===== src/rtl/illum_pkg.sv =====
// Contract
// - Drive up to three independent light channels.
// - Each channel: enable output plus current PWM.
// - Any single enable may switch one source.
// - All enables may be held off.
// - Heartbeat toggles continuously while running normally.
// - Fault indicator off on fault, else on.
// - Exposure trigger high exactly during exposure.
// - Sequence start high during first pattern.
// - Step trigger advances or alternates two patterns.
// - Hold trigger pauses or advances by two.
// - Timing derives from one reference clock.
package illum_pkg;
	// Channel count and PWM resolution
	localparam int NUM_CHAN = 3;
	localparam int PWM_W = 8;
	localparam int IDX_W = 8;
	// Clock rate and derived timing
	localparam int CLK_MHZ = 250;
	localparam int REF_MHZ = 32;
	localparam int HB_HALF_MS = 250;
	localparam int HB_HALF_CYC = HB_HALF_MS * 1000 * CLK_MHZ;
	localparam int HB_W = 27;
	localparam logic [HB_W-1:0] HB_RST = 27'h0000000;
	// Reset values
	localparam logic [IDX_W-1:0] IDX_RST = 8'h00;
	localparam logic [PWM_W-1:0] PWM_RST = 8'h00;
	// Trigger interpretation mode
	typedef enum logic {
		TRIG_STEP_PAUSE,
		TRIG_ALTERNATE
	} trig_mode_t;
	localparam trig_mode_t TRIG_MODE_RST = TRIG_STEP_PAUSE;
endpackage : illum_pkg


===== src/rtl/heartbeat_gen.sv =====
`timescale 1ns/1ps
// Blinking heartbeat; stops when not running so a hang is visible
module heartbeat_gen
	import illum_pkg::*;
#(
	parameter logic [HB_W-1:0] HALF_CYC = HB_W'(HB_HALF_CYC)
) (
	// Clock and reset
	input wire logic sys_clk_i,
	input wire logic resetn_i,
	// Run status
	input wire logic running_i,
	// Indicator
	output logic heartbeat_o
);
	typedef struct packed {
		logic [HB_W-1:0] cnt;
		logic beat;
	} hb_state_t;
	hb_state_t st_ff; // Registered state
	hb_state_t nxt_st; // Next state

	// Count half periods, flip the indicator at each wrap
	always_comb begin
		nxt_st = st_ff;
		if (running_i) begin
			if (st_ff.cnt >= HALF_CYC - 1'b1) begin
				nxt_st.cnt = HB_RST;
				nxt_st.beat = ~st_ff.beat;
			end else begin
				nxt_st.cnt = st_ff.cnt + 1'b1;
			end
		end
	end

	always_ff @(posedge sys_clk_i or negedge resetn_i) begin
		if (!resetn_i) begin
			st_ff <= '0;
		end else begin
			st_ff <= nxt_st;
		end
	end

	assign heartbeat_o = st_ff.beat;
endmodule : heartbeat_gen


===== src/rtl/pattern_trigger_illumination.sv =====
`timescale 1ns/1ps
// Pattern sync triggers and illumination outputs.
// The sequencer reports exposure and first-pattern status; this block
// shapes the outward pins, steps the pattern index on triggers and
// drives the light source channels.
module pattern_trigger_illumination
	import illum_pkg::*;
#(
	parameter logic [HB_W-1:0] HB_HALF = HB_W'(HB_HALF_CYC)
) (
	// Clock (reference-derived) and reset
	input wire logic sys_clk_i,
	input wire logic resetn_i,
	// Configuration
	input wire logic trig_mode_i,
	input wire logic [NUM_CHAN-1:0] chan_sel_i,
	input wire logic [PWM_W-1:0] chan0_duty_i,
	input wire logic [PWM_W-1:0] chan1_duty_i,
	input wire logic [PWM_W-1:0] chan2_duty_i,
	// Sequencer status
	input wire logic exposure_i,
	input wire logic first_pattern_i,
	input wire logic system_fault_i,
	// External processor triggers
	input wire logic step_trigger_in_i,
	input wire logic hold_trigger_in_i,
	// Light source driver
	output logic chan0_light_enable_o,
	output logic chan1_light_enable_o,
	output logic chan2_light_enable_o,
	output logic chan0_current_pwm_o,
	output logic chan1_current_pwm_o,
	output logic chan2_current_pwm_o,
	// Indicators
	output logic heartbeat_o,
	output logic fault_status_o,
	// Camera triggers
	output logic exposure_trigger_out_o,
	output logic sequence_start_out_o,
	// Pattern state
	output logic [IDX_W-1:0] pattern_index_o,
	output logic paused_o
);
	// Block state in one record; heartbeat and PWM flops sit in their instances
	typedef struct packed {
		trig_mode_t mode;
		logic step_d;
		logic hold_d;
		logic paused;
		logic alt_phase;
		logic [IDX_W-1:0] idx;
		logic [IDX_W-1:0] alt_base;
		logic [NUM_CHAN-1:0] en;
		logic fault_led;
		logic expo;
		logic seq_start;
		logic [PWM_W-1:0] pwm_cnt;
	} top_state_t;
	top_state_t st_ff; // Registered state
	top_state_t nxt_st; // Next state

	logic step_rise; // Rising edge of step trigger
	logic hold_rise; // Rising edge of hold trigger
	logic [NUM_CHAN-1:0] pwm_raw; // PWM from channel instances
	logic [PWM_W-1:0] duty [NUM_CHAN]; // Duty per channel

	assign duty[0] = chan0_duty_i;
	assign duty[1] = chan1_duty_i;
	assign duty[2] = chan2_duty_i;

	// Triggers are synchronous; act on the assertion edge only
	assign step_rise = step_trigger_in_i & ~st_ff.step_d;
	assign hold_rise = hold_trigger_in_i & ~st_ff.hold_d;

	// Next-state logic
	always_comb begin
		nxt_st = st_ff;
		nxt_st.step_d = step_trigger_in_i;
		nxt_st.hold_d = hold_trigger_in_i;
		// Mode only changes between triggers to avoid half-applied steps
		if (!step_rise && !hold_rise) begin
			nxt_st.mode = trig_mode_t'(trig_mode_i);
		end
		case (st_ff.mode)
			TRIG_STEP_PAUSE: begin
				// Hold toggles pause; a step while paused is ignored
				if (hold_rise) begin
					nxt_st.paused = ~st_ff.paused;
				end else if (step_rise && !st_ff.paused) begin
					nxt_st.idx = st_ff.idx + 1'b1;
					nxt_st.alt_base = st_ff.idx + 1'b1;
				end
			end
			TRIG_ALTERNATE: begin
				nxt_st.paused = 1'b0;
				// Hold wins over step when both arrive together
				if (hold_rise) begin
					nxt_st.alt_base = st_ff.alt_base + 8'h02;
					nxt_st.idx = st_ff.alt_base + 8'h02;
					nxt_st.alt_phase = 1'b0;
				end else if (step_rise) begin
					nxt_st.alt_phase = ~st_ff.alt_phase;
					nxt_st.idx = st_ff.alt_phase ? st_ff.alt_base
						: st_ff.alt_base + 1'b1;
				end
			end
			default: begin
				nxt_st.mode = TRIG_MODE_RST;
			end
		endcase
		// Enables follow exposure on selected channels; none selected
		// leaves the source to the outside processor
		nxt_st.en = chan_sel_i & {NUM_CHAN{exposure_i}};
		nxt_st.fault_led = ~system_fault_i;
		nxt_st.expo = exposure_i;
		nxt_st.seq_start = first_pattern_i;
		// Shared PWM timebase, free running on the one clock
		nxt_st.pwm_cnt = st_ff.pwm_cnt + 1'b1;
	end

	// State register
	always_ff @(posedge sys_clk_i or negedge resetn_i) begin
		if (!resetn_i) begin
			st_ff <= '0;
			st_ff.mode <= TRIG_MODE_RST;
			st_ff.idx <= IDX_RST;
			st_ff.alt_base <= IDX_RST;
			st_ff.pwm_cnt <= PWM_RST;
		end else begin
			st_ff <= nxt_st;
		end
	end

	// One PWM generator per channel, gated by its enable
	genvar g;
	generate
		for (g = 0; g < NUM_CHAN; g++) begin : g_chan
			logic [PWM_W-1:0] gated;
			assign gated = st_ff.en[g] ? duty[g] : PWM_RST;
			pwm_channel u_pwm (
				.sys_clk_i(sys_clk_i),
				.resetn_i(resetn_i),
				.duty_i(gated),
				.count_i(st_ff.pwm_cnt),
				.pwm_o(pwm_raw[g])
			);
		end
	endgenerate

	// Heartbeat runs only while no fault is present
	heartbeat_gen #(
		.HALF_CYC(HB_HALF)
	) u_hb (
		.sys_clk_i(sys_clk_i),
		.resetn_i(resetn_i),
		.running_i(st_ff.fault_led),
		.heartbeat_o(heartbeat_o)
	);

	// Outputs straight from flip-flops
	assign chan0_light_enable_o = st_ff.en[0];
	assign chan1_light_enable_o = st_ff.en[1];
	assign chan2_light_enable_o = st_ff.en[2];
	assign chan0_current_pwm_o = pwm_raw[0];
	assign chan1_current_pwm_o = pwm_raw[1];
	assign chan2_current_pwm_o = pwm_raw[2];
	assign fault_status_o = st_ff.fault_led;
	assign exposure_trigger_out_o = st_ff.expo;
	assign sequence_start_out_o = st_ff.seq_start;
	assign pattern_index_o = st_ff.idx;
	assign paused_o = st_ff.paused;
endmodule : pattern_trigger_illumination


===== src/rtl/pwm_channel.sv =====
`timescale 1ns/1ps
// One channel's current PWM; output straight from a flip-flop
module pwm_channel
	import illum_pkg::*;
(
	// Clock and reset
	input wire logic sys_clk_i,
	input wire logic resetn_i,
	// Duty and timebase
	input wire logic [PWM_W-1:0] duty_i,
	input wire logic [PWM_W-1:0] count_i,
	// Output
	output logic pwm_o
);
	typedef struct packed {
		logic pwm;
	} pwm_state_t;
	pwm_state_t st_ff; // Registered state
	pwm_state_t nxt_st; // Next state

	// High while counter below duty, so duty 0 is fully off
	always_comb begin
		nxt_st = st_ff;
		nxt_st.pwm = (count_i < duty_i);
	end

	always_ff @(posedge sys_clk_i or negedge resetn_i) begin
		if (!resetn_i) begin
			st_ff <= '0;
		end else begin
			st_ff <= nxt_st;
		end
	end

	assign pwm_o = st_ff.pwm;
endmodule : pwm_channel


===== config.mk =====
export PLATFORM = sky130hd
export DESIGN_NAME = pattern_trigger_illumination
export DESIGN_NICKNAME = d
export VERILOG_FILES = /design/src/rtl/illum_pkg.sv /design/src/rtl/heartbeat_gen.sv /design/src/rtl/pattern_trigger_illumination.sv /design/src/rtl/pwm_channel.sv
export SDC_FILE = /design/constraint.sdc
export NUM_CORES = 1
export LEC_CHECK = 0
export ABC_AREA = 1
export BUFFER_PORTS_ARGS = -buffer_cell sky130_fd_sc_hd__buf_2
export CAP_MARGIN = 20
export CORE_ASPECT_RATIO = 0.7
export CORE_MARGIN = 1
export CORE_UTILIZATION = 55
export CTS_CLUSTER_DIAMETER = 40
export DETAILED_ROUTE_END_ITERATION = 8
export GPL_ROUTABILITY_DRIVEN = 1
export PLACE_DENSITY = 0.76
export SYNTH_ARGS = -nofsm -noshare
export SYNTH_HDL_FRONTEND = slang
export SYNTH_SLANG_ARGS = --single-unit

===== constraint.sdc =====
create_clock -name sys_clk_i -period 3.45 [get_ports sys_clk_i]
set_input_delay 0.345 -clock sys_clk_i [delete_from_list [all_inputs] [get_ports sys_clk_i]]
set_output_delay 0.345 -clock sys_clk_i [all_outputs]
set_load 0.01 [all_outputs]

After elaboration in Yosys (flattened, before gate mapping)
Cells that the tools add are included.
Widths: inputs -> output; s select.

word-level totals
  register bits = 66
  latch bits = 0
  RAM bits = 0
  ROM bits = 0
  output and inout bits = 19
  word-level logic and storage cells = 64
  memories = 0

cells by class
  add/subtract/negate cells = 5
  $mul = 0
  divide/modulo/power cells = 0
  order comparisons = 4
  eq/ne operators = 5
  shift-type cells = 0
  muxes and demuxes = 13
  bitwise gates (word level) = 10
  reduce and logical (&&, ||, !) cells = 10

operators by type and width
  kind                   count
  $mux 8                 5
  $mux 16                2
  $pmux 16 s2            1
  $add 27x1->27 const B  1
  $ge 27x26->1 const B   1
  $mux 27                1
  $add 8x1->8 const B    3
  $lt 8x8->1             3
  $mux 9                 2
  $add 8x2->8 const B    1
  $not 1->1              7
  $ne 2x2->1 const B     3
  $reduce_and 3->1       2
  $reduce_and 2->1       2
  $and 3x3->3            1
  $logic_not 1->1        3
  $ne 3x1->1 const B     1
  $and 1x1->1            2
  $logic_and 1x1->1      2
  $ne 2x1->1 const B     1
  $pmux 1 s2             1
  $reduce_bool 2->1      1
  $mux 1                 1

Longest topological paths before layout
  depth after elaboration = 6
  gate-level depth with buffers = 11
  depth with buffers taken out = 10

Cells and area by module
Synthesis repeated with hierarchy kept, for this count alone.

unflattened totals
  cells, all modules = 643
  area, all modules = 4,629.4 um^2

by module, submodules not included
  module                        times used  cells each  area an instance (um^2)  sequential area each (um^2)
  pattern_trigger_illumination  1           285         2,099.5                  875.8
  heartbeat_gen                 1           262         1,903.1                  700.7
  pwm_channel                   3           32          209.0                    25.0

Least setup slack after synthesis
OpenSTA, ideal clock, no wires.

  path type = register to register
  start = register u_hb.st_ff[1] (netlist name)
  end = register u_hb.st_ff[12] (netlist name)
  data arrival time = 1.357 ns
  data required time = 3.328 ns
  slack = 1.971 ns
  stages on the path, launching flop included = 12
  cells stage by stage = dfrtp_1 ha_1 nand3_1 inv_1 nand2_1 nor2_1 nand2_1 nand3_2 nand2_4 inv_4 buf_12 nor2_2

on the way
  cells in the longest elaborated chain, start to end = 2
  elaborated cells on any way between the ends = 3
  classes of those cells = add/sub: 1; order compare: 1; mux: 1

ends and longest elaborated chain
  item                                           RTL line                                  source
  start: declaration                             heartbeat_gen.sv:20                       hb_state_t st_ff;
  start signal: assignment                       heartbeat_gen.sv:40                       st_ff <= nxt_st;
  $add 27x1->27 or $ge 27x26->1 (tied branches)  heartbeat_gen.sv:31, heartbeat_gen.sv:27
  $mux 27 *                                      heartbeat_gen.sv:27                       if (st_ff.cnt >= HALF_CYC - 1'b1) begin

Mark *: on every way between the ends. The rest lies on a longest branch, timed or not.
A chain may end at the register's enable or synchronous reset.

Worst setup path after layout
  start = register st_ff[34] (netlist name)
  end = register st_ff, in the netlist pattern_index_o[7]

on the way
  cells in the longest elaborated chain, start to end = 3
  elaborated cells on any way between the ends = 6
  classes of those cells = eq/ne: 3; mux: 1; bitwise: 1; reduce/logical: 1

ends and longest elaborated chain
  item                        RTL line                             source
  start: declaration          pattern_trigger_illumination.sv:59   top_state_t st_ff;
  start signal: assignment    pattern_trigger_illumination.sv:130  st_ff <= nxt_st;
  $not 1->1                   pattern_trigger_illumination.sv:84   case (st_ff.mode)
  $ne 2x2->1 (no line)        --
  $reduce_and 3->1 (no line)  --

Several ways; a longest one is shown, not always the timed one.

==> results_tabular.tex <==
\begin{tabular}{lr}
\hline
Metric & Value \\
\hline
\multicolumn{2}{l}{\textbf{Logic synthesis}} \\
\quad Most common cell in the netlist & sky130\_fd\_sc\_hd\_\_nand2\_1 \\
\quad Share of flip-flops with an asynchronous set or reset after synthesis & 1.00 \\
\quad Post-synthesis cell type with the largest combined area & sky130\_fd\_sc\_hd\_\_dfrtp\_1 \\
\quad Top cell types by occurrence after synthesis & sky130\_fd\_sc\_hd\_\_nand2\_1 (171), sky130\_fd\_sc\_hd\_\_nor2\_1 (71), sky130\_fd\_sc\_hd\_\_dfrtp\_1 (66), sky130\_fd\_sc\_hd\_\_inv\_1 (61) \\
\quad Post-Syn Area & 4350 sq um \\
\quad Seq cells post-synth & 66 \\
\quad Synth Warn \# & 0 \\
\quad Synth area leaders & sky130\_fd\_sc\_hd\_\_dfrtp\_1 (38\%), sky130\_fd\_sc\_hd\_\_nand2\_1 (15\%), sky130\_fd\_sc\_hd\_\_ha\_1 (7.5\%) \\
\quad Share of the yosys chip area belonging to registers & 0.380 \\
\quad Yosys cell types & 36 \\
\quad Total nets after synthesis & 656 \\
\quad Primary flip-flop cell chosen by synthesis mapping & sky130\_fd\_sc\_hd\_\_dfrtp\_1 \\
\quad Number of flops mapped to enable cells by yosys & 0 \\
\quad Proportion of netlist area held by the largest area contributor & 0.380 \\
\quad Mapped Cells & 595 \\
\quad Mean post-synth cell area & 7.31 sq um \\
\multicolumn{2}{l}{\textbf{Global route}} \\
\quad First-pass GRT wire length & 16,500 um \\
\quad Global-route congestion overflow total & 0 \\
\quad Antenna violations before repair & 0 \\
\quad Total global routing track utilization & 0.254 \\
\quad Pin count of the biggest net entering global routing & 43 \\
\quad Vias in the first global route & 3,739 \\
\multicolumn{2}{l}{\textbf{Die}} \\
\quad Die extent in y & 76.4 um \\
\quad Area inside the core boundary & 7480 sq um \\
\quad Area enclosed by the die boundary & 8270 sq um \\
\quad Die width & 108 um \\
\quad Standard-cell rows & 26 \\
\quad Ports placed on the boundary & 54 \\
\quad Initial cell density of the core & 0.581 \\
\multicolumn{2}{l}{\textbf{Pwr}} \\
\quad Net switching power & 888 uW \\
\quad Fraction of power spent switching nets & 0.329 \\
\quad Static power due to leakage & 0.00248 uW \\
\quad Pwr dens & 545 nW/um\^{}2 \\
\quad Cell internal pwr & 1810 uW \\
\quad Worst supply voltage drop on vdd & 0.000350 V \\
\quad Reg power frac & 0.402 \\
\quad Clock network fraction of total power & 0.362 \\
\quad Relative contribution of combinational cells to total power & 0.236 \\
\multicolumn{2}{l}{\textbf{Placed design}} \\
\quad Detailed-placement wirelength estimate & 7160 um \\
\quad Placer congestion estimate & 0.870 \\
\quad IO Port Bufs & 53 \\
\quad Setup slack after placement & 1.37 ns \\
\multicolumn{2}{l}{\textbf{Clock tree}} \\
\quad Post-CTS Setup Bufs & 0 \\
\quad Worst-skew pair later-pin latency & 0.33 ns \\
\quad Root buffer cell & sky130\_fd\_sc\_hd\_\_clkbuf\_16 \\
\quad Maximum number of buffers from clock root to sink & 2 \\
\quad Clock tree from TritonCTS & done \\
\quad Number of gates resized after cts & 0 \\
\quad Number of buffers created by CTS & 9 \\
\quad Post-CTS clock slew at the launch and capture registers of the worst setup and hold paths & 0.06 ns \\
\quad Depth of the CTS H-tree & 3 \\
\quad Post-cts hold buffer count & 0 \\
\quad Sinks on the clock net & 66 \\
\multicolumn{2}{l}{\textbf{STA}} \\
\quad Transition time of the tightest slew-check pin & 0.585 ns \\
\quad Crit path time final & 2.14 ns \\
\quad Clock skew after layout & 0.00684 ns \\
\quad Total of endpoints with negative setup slack in the final report & 0 \\
\quad Max-slew headroom & 0.610 \\
\quad Unrepaired setup endpoints after global routing & false \\
\quad Total negative slack for setup checks & 0 ns \\
\quad PnR worst setup slack & 1.31 ns \\
\quad Count of pins over their slew limit & 0 \\
\quad Fmax achieved & 468 MHz \\
\quad Final period utilization & 0.619 \\
\quad Count of endpoints failing hold in the final timing report & 0 \\
\multicolumn{2}{l}{\textbf{Min path}} \\
\quad Type of the tightest min-delay check & in2async \\
\multicolumn{2}{l}{\textbf{Worst setup path}} \\
\quad CP Data Arrival Time & 2.34 ns \\
\quad Startpoint types & flip-flop \\
\quad Worst setup path category & reg2reg \\
\quad Required time at the worst-slack endpoint & 3.66 ns \\
\quad Worst Setup End Kind & flip-flop \\
\quad Max Fanout on Critical Path & 20 \\
\multicolumn{2}{l}{\textbf{Final layout}} \\
\quad Area used by multi-input combinational logic & 2330 sq um \\
\quad Area of all sequential standard cells & 1650 sq um \\
\quad Area growth from synthesis to layout & 13.8\% \\
\quad Post-layout net count & 704 \\
\quad Fillers & 660 \\
\quad Number of diodes added for antenna fixing & 0 \\
\quad Share of cells above drive strength 1 & 0.159 \\
\multicolumn{2}{l}{\textbf{Drt}} \\
\quad Mean routed wirelength per cell & 12.7 um \\
\quad Vias per Instance & 5.24 \\
\quad 1st-iter DRT viols & 258 \\
\quad Overall routed net length & 9470 um \\
\quad Vias & 3,912 \\
\quad Residual DRC & 0 \\
\quad Antenna-violating nets left & 0 \\
\quad First-pass detailed-route iteration total & 5 \\
\multicolumn{2}{l}{\textbf{Flow run}} \\
\quad Max Cap Violations & 0 \\
\multicolumn{2}{l}{\textbf{Run status}} \\
\quad Outcome & complete, no violations \\
\hline
\end{tabular}
## routing by layer
layer  global-route usage  part of all wire  vias up
li1                     -                 -     2007
met1                0.340              0.48     1787
met2                0.406              0.45      103
met3               0.0659             0.055       15
met4               0.0716             0.011        0
met5                    0                 0        -
## critical path, cell delays in order, from the launching register on
cell	delay, ns
sky130_fd_sc_hd__dfrtp_1	0.49
sky130_fd_sc_hd__inv_1	0.45
sky130_fd_sc_hd__nand2_1	0.14
sky130_fd_sc_hd__nand3_1	0.35
sky130_fd_sc_hd__inv_1	0.16
sky130_fd_sc_hd__or2_2	0.29
sky130_fd_sc_hd__a21boi_0	0.13
## stage by stage
step	area [sq um]	util	instances	hold WS [ns]	total power, uW
final	4950	0.661	746	0.0148	2700
after detailed placement	4630	0.618	730	0.373	1720
after CTS	4950	0.661	746	0.0247	2710
after global placement	4630	0.618	730	0.365	1700
after floorplan	4350	-	595	0.0494	1550
after global routing	4950	0.661	746	0.0558	2880
## cells by family (layout without fill, tap and decap cells)
logic type | count (synthesis) | in the layout | share of synthesized area
AND/OR/NAND/NOR | 320 | 320 | 0.319
XOR/XNOR | 21 | 21 | 0.0423
multiplexers | 1 | 1 | 0.00259
AO/OA/AOI/OAI | 79 | 79 | 0.0981
adder cells (fa/ha/maj) | 26 | 26 | 0.0748
flip-flops | 66 | 66 | 0.380
buffers and inverters | 82 | 135 | 0.0835
## power groups by stage
| stage | clock, uW | combinational (uW) | sequential (uW) |
|---|---|---|---|
| after global placement | 0 | 612 | 1090 |
| after CTS | 993 | 639 | 1080 |
| final | 976 | 637 | 1080 |
| after global routing | 1030 | 735 | 1110 |
| after detailed placement | 0 | 631 | 1090 |
| after floorplan | 0 | 510 | 1040 |
## flip-flops by register name, summed over array words and instances, names as in the netlist
register	cells
u_hb.st_ff	27
st_ff	20
pattern_index_o	8
g_chan.u_pwm.pwm_o	3
chan0_light_enable_o	1
chan1_light_enable_o	1
chan2_light_enable_o	1
exposure_trigger_out_o	1
fault_status_o	1
paused_o	1
sequence_start_out_o	1
u_hb.heartbeat_o	1
## worst paths after layout
path / slack (ns) / start / to / depth (start not counted)
max reg2reg: 1.31 / st_ff[34]$_DFFE_PN0P_ / pattern_index_o[7]$_DFFE_PN0P_ / 6
max in group asynchronous: 2.50 / resetn_i / st_ff[16]$_DFFE_PN0P_ / 2
min: 0.01 / resetn_i / u_hb.st_ff[16]$_DFFE_PN0P_ / 1
max: 1.31 / st_ff[34]$_DFFE_PN0P_ / pattern_index_o[7]$_DFFE_PN0P_ / 6
min reg2reg: 0.51 / st_ff[0]$_DFF_PN0_ / st_ff[0]$_DFF_PN0_ / 1
min in group sys_clk_i: 0.12 / first_pattern_i / sequence_start_out_o$_DFF_PN0_ / 1
## placed cells by master (no fill, tap or decap), drive strengths merged
| cell | count |
|---|---|
| nand2 | 178 |
| nor2 | 85 |
| dfrtp | 66 |
| inv | 65 |
| buf | 54 |
| nand3 | 38 |
| o21ai | 37 |
| a21oi | 28 |
| ha | 26 |
| xor2 | 15 |
| clkbuf | 11 |
| nor3 | 8 |
| xnor2 | 6 |
| nand4 | 6 |
| o22ai | 4 |
| o211ai | 3 |
| o21bai | 3 |
| a21boi | 2 |
| nand3b | 2 |
| a31oi | 2 |
| or2 | 2 |
| bufinv | 2 |
| clkinv | 2 |
| mux2 | 1 |
| nor4 | 1 |
| clkinvlp | 1 |
## layout make-up
| cell class | count | area share |
|---|---|---|
| multi-input cells | 447 | 0.472 |
| inverters | 65 | 0.0498 |
| flip-flops and latches | 66 | 0.334 |
| clock inverters | 5 | 0.0157 |
| repair buffers | 54 | 0.0551 |
| clock buffers | 11 | 0.0491 |
| well taps | 98 | 0.0248 |
Note: power is estimated with default switching activity, not from simulation.
